===== config.mk =====
export PLATFORM = sky130hd
export DESIGN_NAME = pbl_lookup
export DESIGN_NICKNAME = d
export VERILOG_FILES = /design/src/common/pbl_pkg.sv /design/src/hdl/pbl_lookup.sv
export SDC_FILE = /design/constraint.sdc
export NUM_CORES = 2
export LEC_CHECK = 0
export ABC_CLOCK_PERIOD_IN_PS = 88600
export BUFFER_PORTS_ARGS = -buffer_cell sky130_fd_sc_hd__buf_2
export CAP_MARGIN = 0
export CORE_ASPECT_RATIO = 0.6
export CORE_UTILIZATION = 40
export CTS_CLUSTER_DIAMETER = 30
export DETAILED_ROUTE_END_ITERATION = 10
export SLEW_MARGIN = 5
export SYNTH_ARGS = -nofsm -noshare
export SYNTH_HDL_FRONTEND = slang
export SYNTH_SLANG_ARGS = --single-unit

===== constraint.sdc =====
create_clock -name mclk -period 88.6 [get_ports mclk]
set_input_delay 22.15 -clock mclk [delete_from_list [all_inputs] [get_ports mclk]]
set_output_delay 22.15 -clock mclk [all_outputs]
set_load 0.1 [all_outputs]

===== src/common/pbl_pkg.sv =====
// package for the prefetch buffer look-up block
package pbl_pkg;
  // slot states: empty, waiting for arbiter ack, data landed
  typedef enum logic [1:0] {
    PBL_SLOT_EMPTY = 2'b00,
    PBL_SLOT_WAIT = 2'b01,
    PBL_SLOT_LANDED = 2'b10
  } pbl_slot_t;

  // look-up classification
  typedef enum logic [1:0] {
    PBL_CLS_NONE = 2'b00,
    PBL_CLS_HIT = 2'b01,
    PBL_CLS_HIT_WAIT = 2'b10,
    PBL_CLS_MISS = 2'b11
  } pbl_cls_t;

  // request controller states
  typedef enum logic [1:0] {
    PBL_ST_IDLE = 2'b00,
    PBL_ST_HIT_STALL = 2'b01,
    PBL_ST_HOLD = 2'b10
  } pbl_state_t;

  // submit kinds toward the bank
  typedef enum logic [1:0] {
    PBL_SUB_NONE = 2'b00,
    PBL_SUB_UNCOND = 2'b01,
    PBL_SUB_COND = 2'b10
  } pbl_sub_t;

  localparam int PBL_AW = 32;
  localparam int PBL_DW = 256;
  localparam int PBL_SLOTS = 4;
  localparam int PBL_OWIDTH = 4;
  // one 256-bit word is 32 bytes
  localparam logic [PBL_AW-1:0] PBL_WORD_STEP = 32'h0000_0020;
  localparam logic [PBL_AW-1:0] PBL_ADDR_RST = 32'h0000_0000;
  localparam logic [PBL_OWIDTH-1:0] PBL_CNT_RST = 4'h0;

  // incoming command from the l2 controller
  typedef struct packed {
    logic valid;
    logic write;
    logic pf_able;
    logic [PBL_AW-1:0] addr;
  } pbl_cmd_t;

  // request toward the bank arbiters
  typedef struct packed {
    logic valid;
    pbl_sub_t kind;
    logic [PBL_AW-1:0] addr;
  } pbl_breq_t;

  // priority upgrade of a pending prefetch
  typedef struct packed {
    logic valid;
    logic cond;
    logic [PBL_AW-1:0] addr;
  } pbl_upg_t;
endpackage


===== src/hdl/pbl_lookup.sv =====
// prefetch buffer look-up and fetch logic for one processor
`timescale 1ns/1ps
`default_nettype none
module pbl_lookup #(
  parameter int SLOTS = pbl_pkg::PBL_SLOTS
) (
  input wire logic mclk,
  input wire logic resetn,
  input wire pbl_pkg::pbl_cmd_t cmd,
  input wire logic prefetch_flush_control,
  input wire logic bank_busy,
  input wire logic pf_issue,
  input wire logic ack,
  input wire logic ack_real,
  input wire logic [pbl_pkg::PBL_DW-1:0] ack_data,
  output logic cmd_ready,
  output logic rd_valid,
  output logic [pbl_pkg::PBL_DW-1:0] rd_data,
  output pbl_pkg::pbl_breq_t breq,
  output pbl_pkg::pbl_upg_t upg,
  output logic pf_cancel,
  output logic pf_active,
  output logic [pbl_pkg::PBL_AW-1:0] pf_addr,
  output pbl_pkg::pbl_cls_t cls
);
  import pbl_pkg::*;

  // slot 0 is oldest; prefetches fill in order
  pbl_slot_t slot_q [SLOTS];
  logic [PBL_AW-1:0] sadr_q [SLOTS];
  logic [PBL_DW-1:0] sdat_q [SLOTS];
  logic [PBL_OWIDTH-1:0] out_q;
  logic [PBL_AW-1:0] last_q;
  pbl_state_t st_q;
  pbl_cmd_t hold_q;
  logic [$clog2(SLOTS)-1:0] hold_idx_q;
  logic [$clog2(SLOTS+1)-1:0] wp_q;

  function automatic logic in_seq(input logic [PBL_AW-1:0] a,
                                  input logic [PBL_AW-1:0] b);
    in_seq = (a == b + PBL_WORD_STEP);
  endfunction

  // parallel compare of all slots
  logic any_match;
  logic [$clog2(SLOTS)-1:0] midx;
  pbl_cls_t cls_c;
  logic seq_c;
  logic take;
  always_comb begin
    any_match = 1'b0;
    midx = '0;
    for (int i = 0; i < SLOTS; i++) begin
      if (!any_match && slot_q[i] != PBL_SLOT_EMPTY &&
          sadr_q[i] == cmd.addr) begin
        any_match = 1'b1;
        midx = i[$clog2(SLOTS)-1:0];
      end
    end
    seq_c = in_seq(cmd.addr, last_q);
    take = cmd.valid && cmd_ready && st_q == PBL_ST_IDLE;
    cls_c = PBL_CLS_NONE;
    if (take && !cmd.write) begin
      if (cmd.pf_able && any_match)
        cls_c = (slot_q[midx] == PBL_SLOT_LANDED) ? PBL_CLS_HIT
                                                 : PBL_CLS_HIT_WAIT;
      else
        cls_c = PBL_CLS_MISS;
    end
  end

  logic outst;
  assign outst = (out_q != PBL_CNT_RST);
  logic ack_all;
  assign ack_all = (out_q == PBL_CNT_RST) ||
                   (ack && ack_real && out_q == 4'h1);

  // classified action of the request being decided this cycle
  logic go_hit, go_upg, go_sub, go_hold, go_stall;
  logic wr_hit, inv_all, rel;
  always_comb begin
    go_hit = 1'b0;
    go_upg = 1'b0;
    go_sub = 1'b0;
    go_hold = 1'b0;
    go_stall = 1'b0;
    rel = 1'b0;
    wr_hit = take && cmd.write && any_match;
    case (st_q)
      PBL_ST_IDLE: begin
        case (cls_c)
          PBL_CLS_HIT: begin
            if (outst) go_stall = 1'b1;
            else go_hit = 1'b1;
          end
          PBL_CLS_HIT_WAIT: begin
            if (!outst || seq_c) go_upg = 1'b1;
            else go_hold = 1'b1;
          end
          PBL_CLS_MISS: begin
            if (!outst || (seq_c && !bank_busy && cmd.pf_able))
              go_sub = 1'b1;
            else go_hold = 1'b1;
          end
          default: ;
        endcase
      end
      PBL_ST_HIT_STALL: if (!outst || ack_all) rel = 1'b1;
      PBL_ST_HOLD: if (ack_all) rel = 1'b1;
      default: ;
    endcase
    inv_all = prefetch_flush_control || wr_hit ||
              (cls_c == PBL_CLS_MISS);
  end

  // request controller state and held command
  always_ff @(posedge mclk) begin
    if (!resetn) begin
      st_q <= PBL_ST_IDLE;
      hold_q <= '0;
      hold_idx_q <= '0;
    end else begin
      case (st_q)
        PBL_ST_IDLE: begin
          if (go_stall) begin
            st_q <= PBL_ST_HIT_STALL;
            hold_q <= cmd;
            hold_idx_q <= midx;
          end else if (go_hold) begin
            st_q <= PBL_ST_HOLD;
            hold_q <= cmd;
          end
        end
        PBL_ST_HIT_STALL, PBL_ST_HOLD: if (rel) st_q <= PBL_ST_IDLE;
        default: st_q <= PBL_ST_IDLE;
      endcase
    end
  end

  // stalled or held work blocks new commands and prefetches
  always_ff @(posedge mclk) begin
    if (!resetn) cmd_ready <= 1'b1;
    else cmd_ready <= (st_q == PBL_ST_IDLE) ? !(go_stall || go_hold)
                                            : rel;
  end

  // slots: fill, land on ack, invalidate
  logic pf_ack;
  assign pf_ack = ack && !ack_real;
  logic [$clog2(SLOTS)-1:0] land_idx;
  always_comb begin
    land_idx = '0;
    for (int i = SLOTS - 1; i >= 0; i--)
      if (slot_q[i] == PBL_SLOT_WAIT) land_idx = i[$clog2(SLOTS)-1:0];
  end
  logic hit_now;
  logic [$clog2(SLOTS)-1:0] hit_idx;
  logic hit_seq;
  assign hit_now = go_hit || (st_q == PBL_ST_HIT_STALL && rel);
  assign hit_idx = go_hit ? midx : hold_idx_q;
  assign hit_seq = go_hit ? seq_c : in_seq(hold_q.addr, last_q);

  always_ff @(posedge mclk) begin
    if (!resetn) begin
      for (int i = 0; i < SLOTS; i++) begin
        slot_q[i] <= PBL_SLOT_EMPTY;
        sadr_q[i] <= PBL_ADDR_RST;
        sdat_q[i] <= '0;
      end
      wp_q <= '0;
    end else if (inv_all) begin
      for (int i = 0; i < SLOTS; i++) slot_q[i] <= PBL_SLOT_EMPTY;
      wp_q <= '0;
    end else begin
      // data is landed in the same cycle as the ack; modelled as ack_data
      if (pf_ack && slot_q[land_idx] == PBL_SLOT_WAIT) begin
        slot_q[land_idx] <= PBL_SLOT_LANDED;
        sdat_q[land_idx] <= ack_data;
      end
      if (pf_issue && cmd_ready && wp_q < SLOTS[$clog2(SLOTS+1)-1:0]) begin
        slot_q[wp_q[$clog2(SLOTS)-1:0]] <= PBL_SLOT_WAIT;
        sadr_q[wp_q[$clog2(SLOTS)-1:0]] <= pf_addr;
        wp_q <= wp_q + 1'b1;
      end
      if (go_upg) slot_q[midx] <= PBL_SLOT_EMPTY;
      if (hit_now) begin
        for (int i = 0; i < SLOTS; i++)
          if (i == hit_idx || (!hit_seq && i < hit_idx))
            slot_q[i] <= PBL_SLOT_EMPTY;
      end
    end
  end

  // data select: buffered data one cycle after the hit
  always_ff @(posedge mclk) begin
    if (!resetn) begin
      rd_valid <= 1'b0;
      rd_data <= '0;
    end else if (hit_now) begin
      rd_valid <= 1'b1;
      rd_data <= sdat_q[hit_idx];
    end else begin
      rd_valid <= ack && ack_real;
      rd_data <= ack_data;
    end
  end

  // outstanding real reads; real acks (ack with ack_real) retire them
  always_ff @(posedge mclk) begin
    if (!resetn) out_q <= PBL_CNT_RST;
    else out_q <= out_q + ((go_upg || go_sub ||
                            (st_q == PBL_ST_HOLD && rel)) ? 4'h1 : 4'h0)
                        - ((ack && ack_real) ? 4'h1 : 4'h0);
  end

  // bank request and upgrade outputs
  always_ff @(posedge mclk) begin
    if (!resetn) begin
      breq <= '0;
      upg <= '0;
      pf_cancel <= 1'b0;
    end else begin
      breq <= '0;
      upg <= '0;
      pf_cancel <= wr_hit || prefetch_flush_control ||
                   (cls_c == PBL_CLS_MISS && !cmd.pf_able);
      if (go_sub) begin
        breq.valid <= 1'b1;
        breq.kind <= outst ? PBL_SUB_COND : PBL_SUB_UNCOND;
        breq.addr <= cmd.addr;
      end else if (st_q == PBL_ST_HOLD && rel) begin
        breq.valid <= 1'b1;
        breq.kind <= PBL_SUB_UNCOND;
        breq.addr <= hold_q.addr;
      end
      if (go_upg) begin
        upg.valid <= 1'b1;
        upg.cond <= outst;
        upg.addr <= cmd.addr;
      end
    end
  end

  // last real read, prefetch address and active flag
  always_ff @(posedge mclk) begin
    if (!resetn) begin
      last_q <= PBL_ADDR_RST;
      pf_addr <= PBL_ADDR_RST;
      pf_active <= 1'b0;
    end else begin
      if (take && !cmd.write) last_q <= cmd.addr;
      if (take && !cmd.write && cmd.pf_able)
        pf_addr <= cmd.addr + PBL_WORD_STEP;
      else if (pf_issue && cmd_ready && wp_q < SLOTS[$clog2(SLOTS+1)-1:0])
        pf_addr <= pf_addr + PBL_WORD_STEP;
      if (wr_hit || prefetch_flush_control) pf_active <= 1'b0;
      else if (cls_c == PBL_CLS_MISS && cmd.pf_able) pf_active <= 1'b1;
    end
  end

  always_ff @(posedge mclk) begin
    if (!resetn) cls <= PBL_CLS_NONE;
    else cls <= cls_c;
  end

  // checks
  a_hit_data_next: assert property (@(posedge mclk) disable iff (!resetn)
    go_hit |=> rd_valid) else $error("hit data not returned");
  a_stall_blocks: assert property (@(posedge mclk) disable iff (!resetn)
    go_stall |=> !cmd_ready) else $error("stall did not block");
  a_flush_clears: assert property (@(posedge mclk) disable iff (!resetn)
    prefetch_flush_control |=> !pf_active && slot_q[0] == PBL_SLOT_EMPTY)
    else $error("flush left state");
  a_wr_hit_cancel: assert property (@(posedge mclk) disable iff (!resetn)
    wr_hit |=> pf_cancel && !pf_active) else $error("write hit kept");
  a_miss_sets_act: assert property (@(posedge mclk) disable iff (!resetn)
    (cls_c == PBL_CLS_MISS && cmd.pf_able && !wr_hit &&
     !prefetch_flush_control) |=> pf_active)
    else $error("miss did not arm");
  a_miss_uncond: assert property (@(posedge mclk) disable iff (!resetn)
    (go_sub && !outst) |=> breq.valid && breq.kind == PBL_SUB_UNCOND)
    else $error("miss not unconditional");
  a_upg_cond: assert property (@(posedge mclk) disable iff (!resetn)
    go_upg |=> upg.valid && upg.cond == $past(outst))
    else $error("upgrade qualifier wrong");
  a_hold_submit: assert property (@(posedge mclk) disable iff (!resetn)
    (st_q == PBL_ST_HOLD && rel) |=> breq.valid)
    else $error("held request not sent");
  a_pf_step: assert property (@(posedge mclk) disable iff (!resetn)
    (take && !cmd.write && cmd.pf_able) |=>
    pf_addr == $past(cmd.addr) + PBL_WORD_STEP)
    else $error("prefetch address wrong");
  c_hit: cover property (@(posedge mclk) disable iff (!resetn) go_hit);
  c_stall: cover property (@(posedge mclk) disable iff (!resetn) go_stall);
  c_upg: cover property (@(posedge mclk) disable iff (!resetn) go_upg);
  c_hold: cover property (@(posedge mclk) disable iff (!resetn) go_hold);
endmodule // pbl_lookup
`default_nettype wire


Yosys cells after proc, flatten, opt, wreduce, memory -nomap -nowiden. Memory sizes are Yosys's and may differ from the RTL's. Index checks and enable logic that the tools add are counted.

Bits in registers: 438. RAM bits: 1160. Output and inout port bits: 363. Word-level logic and storage cells: 282. Memories kept: 3.

Memories: sdat_q (words 4, width 256, rd ports 1, clocked after Yosys merged registers in 0, wr ports 4, RTL line pbl_lookup.sv:31) `logic [PBL_DW-1:0] sdat_q [SLOTS];`; sadr_q (words 4, width 32, rd ports 4, clocked after Yosys merged registers in 0, wr ports 4, RTL line pbl_lookup.sv:30) `logic [PBL_AW-1:0] sadr_q [SLOTS];`; slot_q (words 4, width 2, rd ports 6, clocked after Yosys merged registers in 0, wr ports 6, RTL line pbl_lookup.sv:29) `pbl_slot_t slot_q [SLOTS];`.

$add $sub $neg: 6. Order comparisons: 4. Equal/unequal tests: 33. Muxes and demuxes: 105. Bitwise gates (word level): 39. Reduce and logical (&&, ||, !) cells: 73.

Operators with widths (count): 2-to-1 mux 256 bit (2); OR reduction 256 bit (1); == test 32 bit (6); 2-to-1 mux 32 bit (5); adder 32 x 6 -> 32 bit (second input constant) (3); 2-to-1 mux 35 bit (2); 2-to-1 mux 1 bit (66); 2-to-1 mux 2 bit (26); 2-to-1 mux 34 bit (1); OR reduction 32 bit (1); logical AND 1 bit (29); == test 2 bit (second input constant) (12); bitwise AND 1 bit (20); == test 2 x 1 -> 1 bit (second input constant) (7); logical OR 1 bit (14); nonzero test 2 bit (6); inverter 1 bit (11); logical NOT 1 bit (10); OR 1 bit (8); AND reduction 2 bit (4); OR reduction 2 bit (4); adder 4 x 1 -> 4 bit (1); == test 2 bit (2); == test 2 bit (first input constant) (2); 14 further kinds (17).

Longest topological paths before layout. An unclocked memory read counts as a cell.

Depth in word-level cells: 40. Depth in mapped cells: 20. Gate-level depth less buffers: 18.

Worst setup path before layout. Ideal clock, no wire load.

Path type: input -> register. Start: input port cmd[8] in the netlist's numbering. End: memory sdat_q[2][0], enable pin. Library setup time: 1.227 ns. Data arrival time: 42.303 ns. Path slack: 45.070 ns. Stages on the path: 13. Path buffers: 4. Path through: buf_2 xor2_1 nor4_1 and3_1 and3b_1 clkbuf_1 or4_1 buf_2 mux2i_1 a21o_1 buf_2 or2_1 o21ai_0.

RTL lines: start, declared (RTL line pbl_lookup.sv:9) `input wire pbl_pkg::pbl_cmd_t cmd,`; end, declared (RTL line pbl_lookup.sv:31).

Final worst setup path.
Start: input port cmd[15] in the netlist's numbering. End: register rd_data[31] in the netlist's numbering.

Word-level cells in the longest chain between the ends: 26. Elaborated cells on any way between the ends: 34.

RTL lines: == test 32 bit (RTL line pbl_lookup.sv:55) `sadr_q[i] == cmd.addr) begin`; logical AND 1 bit (RTL line pbl_lookup.sv:54) `if (!any_match && slot_q[i] != PBL_SLOT_EMPTY &&`; 2-to-1 mux 1 bit (RTL line pbl_lookup.sv:54); logical NOT 1 bit (RTL line pbl_lookup.sv:54); logical AND 1 bit (2 in series) (RTL line pbl_lookup.sv:54); 2-to-1 mux 1 bit (RTL line pbl_lookup.sv:54); logical NOT 1 bit (RTL line pbl_lookup.sv:54); logical AND 1 bit (2 in series) (RTL line pbl_lookup.sv:54); [8 not listed]; 2-to-1 mux 2 bit (RTL line pbl_lookup.sv:64) `if (cmd.pf_able && any_match)`; 2-to-1 mux 2 bit (RTL line pbl_lookup.sv:63) `if (take && !cmd.write) begin`; == test 2 x 1 -> 1 bit (RTL line pbl_lookup.sv:91) `case (cls_c)`; 2-to-1 mux 1 bit (RTL line pbl_lookup.sv:91); 2-to-1 mux 1 bit (RTL line pbl_lookup.sv:89) `case (st_q)`; 2-to-1 mux 2 bit (RTL line pbl_lookup.sv:160) `assign hit_idx = go_hit ? midx : hold_idx_q;`; memory (4 x 256 bit); 2-to-1 mux 256 bit * (RTL line pbl_lookup.sv:199) `end else if (hit_now) begin`; end signal, assigned (RTL line pbl_lookup.sv:201) `rd_data <= sdat_q[hit_idx];`; end signal, assigned (RTL line pbl_lookup.sv:204) `rd_data <= ack_data;`; end, declared (RTL line pbl_lookup.sv:18) `output logic [pbl_pkg::PBL_DW-1:0] rd_data,`.

Every way passes the cells marked *; elsewhere a longest branch is shown, timed or not. A chain may end at the register's enable or synchronous reset.

==> metrics.md <==
| Metric | Value |
|---|---|
| Arrival time of the worst setup path | 29.84 ns |
| TritonCTS Buffers | 284 |
| Fin Hold WS | 0.494 ns |
| Vias per std cell | 5.63 |
| Crit path launch type | input pin |
| Tcrit/Tclk final | 0.330 |
| Distinct cell type count after synthesis | 86 |
| Clk sinks | 1,598 |
| Post-CTS resize count | 0 |
| # IOs | 661 |
| Area of the multi-input gates | 24,100 um2 |
| Gr usage total | 0.265 |
| Ys Warns | 0 |
| Die H | 325 um |
| Main synth FF type | edfxtp_1 |
| H-tree levels | 5 |
| P&R area growth vs syn | 21.6% |
| Sequential fraction of the synthesis area | 0.625 |
| Min-delay worst type | flop to flop |
| CTS tree | done |
| Post-layout instance area | 84,700 um2 |
| RSZ-0062 raised after global routing | false |
| Maxcap violations | 0 |
| Async set-reset flop share out of synthesis | 0 |
| Hold_buf cts | 0 |
| Final non-filler cell total | 9,085 |
| GP Congestion | 0.972 |
| Slew of the pin with the lowest slew margin | 1.26 ns |
| Max IR drop VDD | 0.0000163 V |
| Slowest CP cell | nor4_2 |
| Worst path most repeated cell | buf_4 |
| Largest net degree at the start of global routing | 188 |
| Worst stage delay on the critical path | 1.08 ns |
| Pwr dens | 25.6 nW/um2 |
| Initial antenna violation count | 85 |
| CP Cell Sequence | buf_2 -> xor2_1 -> nor4_1 -> nand4_1 -> nor4_2 -> nor4_1 -> a211o_1 -> o21a_1 -> mux2_8 -> and2_4 -> buf_4 -> buf_4 -> buf_4 -> and3_1 -> a311oi_1 |
| Vias in the first global route | 48,021 |
| Most common cell after layout, fill and taps aside | edfxtp_1 |
| Worst Skew | 0.0653 ns |
| Postcts setup bufs | 0 |
| Post-placement cell count | 8,543 |
| Clk root buf | clkbuf_16 |
| Synthesized area per cell | 11.6 um2 |
| Most frequent cells in the layout | edfxtp_1 (1,152), and2_1 (1,125), nand2_1 (700) |
| Final antenna-violating net count | 0 |
| Core area | 173,000 um2 |
| Setup Total Neg Slack | 0 ns |
| F_max | 34.2 MHz |
| Post-Synthesis Cells | 6,004 |
| Post-synth EDFFs | 1,152 |
| I/O Buffers | 660 |
| Post-layout util | 0.490 |
| Worst Path Max Fanout | 75 |
| DR WL/cell | 26.5 um |
| Overflow after GRT | 0 |
| Layout Nets | 6,862 |
| First-pass GRT wire length | 346,000 um |
| Clk buf depth | 4 |
| DR iter-0 viols | 5,618 |
| Slew Viols, Final | 0 |
| Fin crit period | 29.20 ns |
| Clock Latency Late Sink | 0.81 ns |
| Syn Std Cell Area | 69,700 um2 |
| DP Area | 74,700 um2 |
| Final Hold Viols | 0 |
| TritonRoute pass-1 iters | 6 |
| Drt total wl | 241,000 um |
| Starting Density | 0.403 |
| Outcome | finished clean |
| Register area | 43,500 um2 |
| Slew Limit Headroom | 0.151 |
| Crit path kind | input pin to flop |
| Vias | 51,160 |
| CP required | 89.24 ns |
| Clock transition at path regs | 0.05 ns |
| FILL cells | 15,352 |
| Die Area | 176,000 um2 |
| DRC errors left | 0 |
| Fraction of layout cells with a size suffix above 1 | 0.189 |
| # setup viols final | 0 |
| CP endpoint kind | flop |
| Rows | 118 |
| Lkg Pwr | 33.0 nW |
| Post-DP HPWL | 144,000 um |
| Syn nets | 6,317 |
| Horiz. Die Dim | 541 um |
| Synthesis-stage register bit count | 1,598 |
-- cells in the mapped netlist, types with 99 or more instances --
| cell | instances | area, um2 |
|---|---|---|
| and3_1 | 99 | 619 |
| a21oi_1 | 538 | 2690 |
| dfxtp_1 | 446 | 8930 |
| edfxtp_1 | 1152 | 34600 |
| xor2_1 | 158 | 1380 |
| clkbuf_1 | 284 | 1070 |
| and2_1 | 1126 | 7040 |
| buf_2 | 162 | 811 |
| nand2_1 | 703 | 2640 |
| nor2_1 | 144 | 541 |
| a311oi_1 | 249 | 2180 |
| o2bb2ai_1 | 232 | 2030 |
-- routing by layer --
| layer | track usage | wire length [um] | share of wire | up-vias |
|---|---|---|---|---|
| met1 | 0.401 | 110000 | 0.46 | 25514 |
| li1 | - | - | - | 22826 |
| met3 | 0.0663 | 22100 | 0.092 | 405 |
| met5 | 0 | 281 | 0.0012 | - |
| met2 | 0.374 | 102000 | 0.42 | 2369 |
| met4 | 0.0727 | 5910 | 0.025 | 46 |
-- through the flow --
| step | setup WS [ns] | power [mW] |
|---|---|---|
| final | 59.40 | 2.17 |
| after global routing | 59.17 | 2.23 |
| after detailed placement | 58.78 | 1.04 |
| after CTS | 59.66 | 2.18 |
| after global placement | 58.90 | 1.04 |
| after floorplan | 45.07 | 0.995 |
-- kinds of logic (layout without fill, tap and decap cells) --
group                      count (synthesis)  in the layout  share of synthesized area
muxes                                     47             47                    0.00711
AOI/OAI and AO/OA                       1213           1213                      0.120
DFF                                     1598           1598                      0.625
adders and majority gates                 15             15                    0.00280
xor gates and xnor gates                 252            252                     0.0319
and+or+nand+nor                         2352           2352                      0.181
other                                      0             26                          0
buffers and inverters                    527           1302                     0.0321
-- final timing paths --
path | depth (start not counted) | endpoint | startpoint | slack, ns
max | 15 | rd_data[31] | cmd[15] | 59.40
min | 2 | last_q[3] | last_q[3] | 0.49
max reg2reg | 14 | rd_data[31] | sadr_q[0][26] | 80.81
min reg2reg | 2 | last_q[3] | last_q[3] | 0.49
-- report_power, final --
part,total (mW),internal [mW],switching (mW)
combinational,0.180,0.0389,0.142
clock,1.13,0.744,0.389
sequential,0.852,0.832,0.0197
total,2.17,1.62,0.551
-- state kept, by name (all words and copies together), names as in the netlist --
register	count
sdat_q	1024
rd_data	256
sadr_q	128
breq	35
upg	34
hold_q	32
last_q	32
pf_addr	32
slot_q	8
out_q	4
wp_q	3
cls	2
hold_idx_q	2
st_q	2
cmd_ready	1
pf_active	1
pf_cancel	1
rd_valid	1
-- final cells by class --
class / instances / area share
tap: 2280 / 0.0337
timing repair buffer: 763 / 0.0490
clock buffer: 347 / 0.0920
clock inverter: 169 / 0.0255
inverter: 23 / 0.00111
multi-input combinational: 3879 / 0.284
antenna: 26 / 0.000768
sequential: 1598 / 0.514
-- critical path, delay by kind of cell --
family	cells	cell delay [ns]
buffers and inverters	4	2.83
and+or+nand+nor	6	2.76
muxes	1	0.74
xor gates and xnor gates	1	0.21
AOI/OAI and AO/OA	3	0.79
Note: power is estimated with default switching activity, not from simulation.
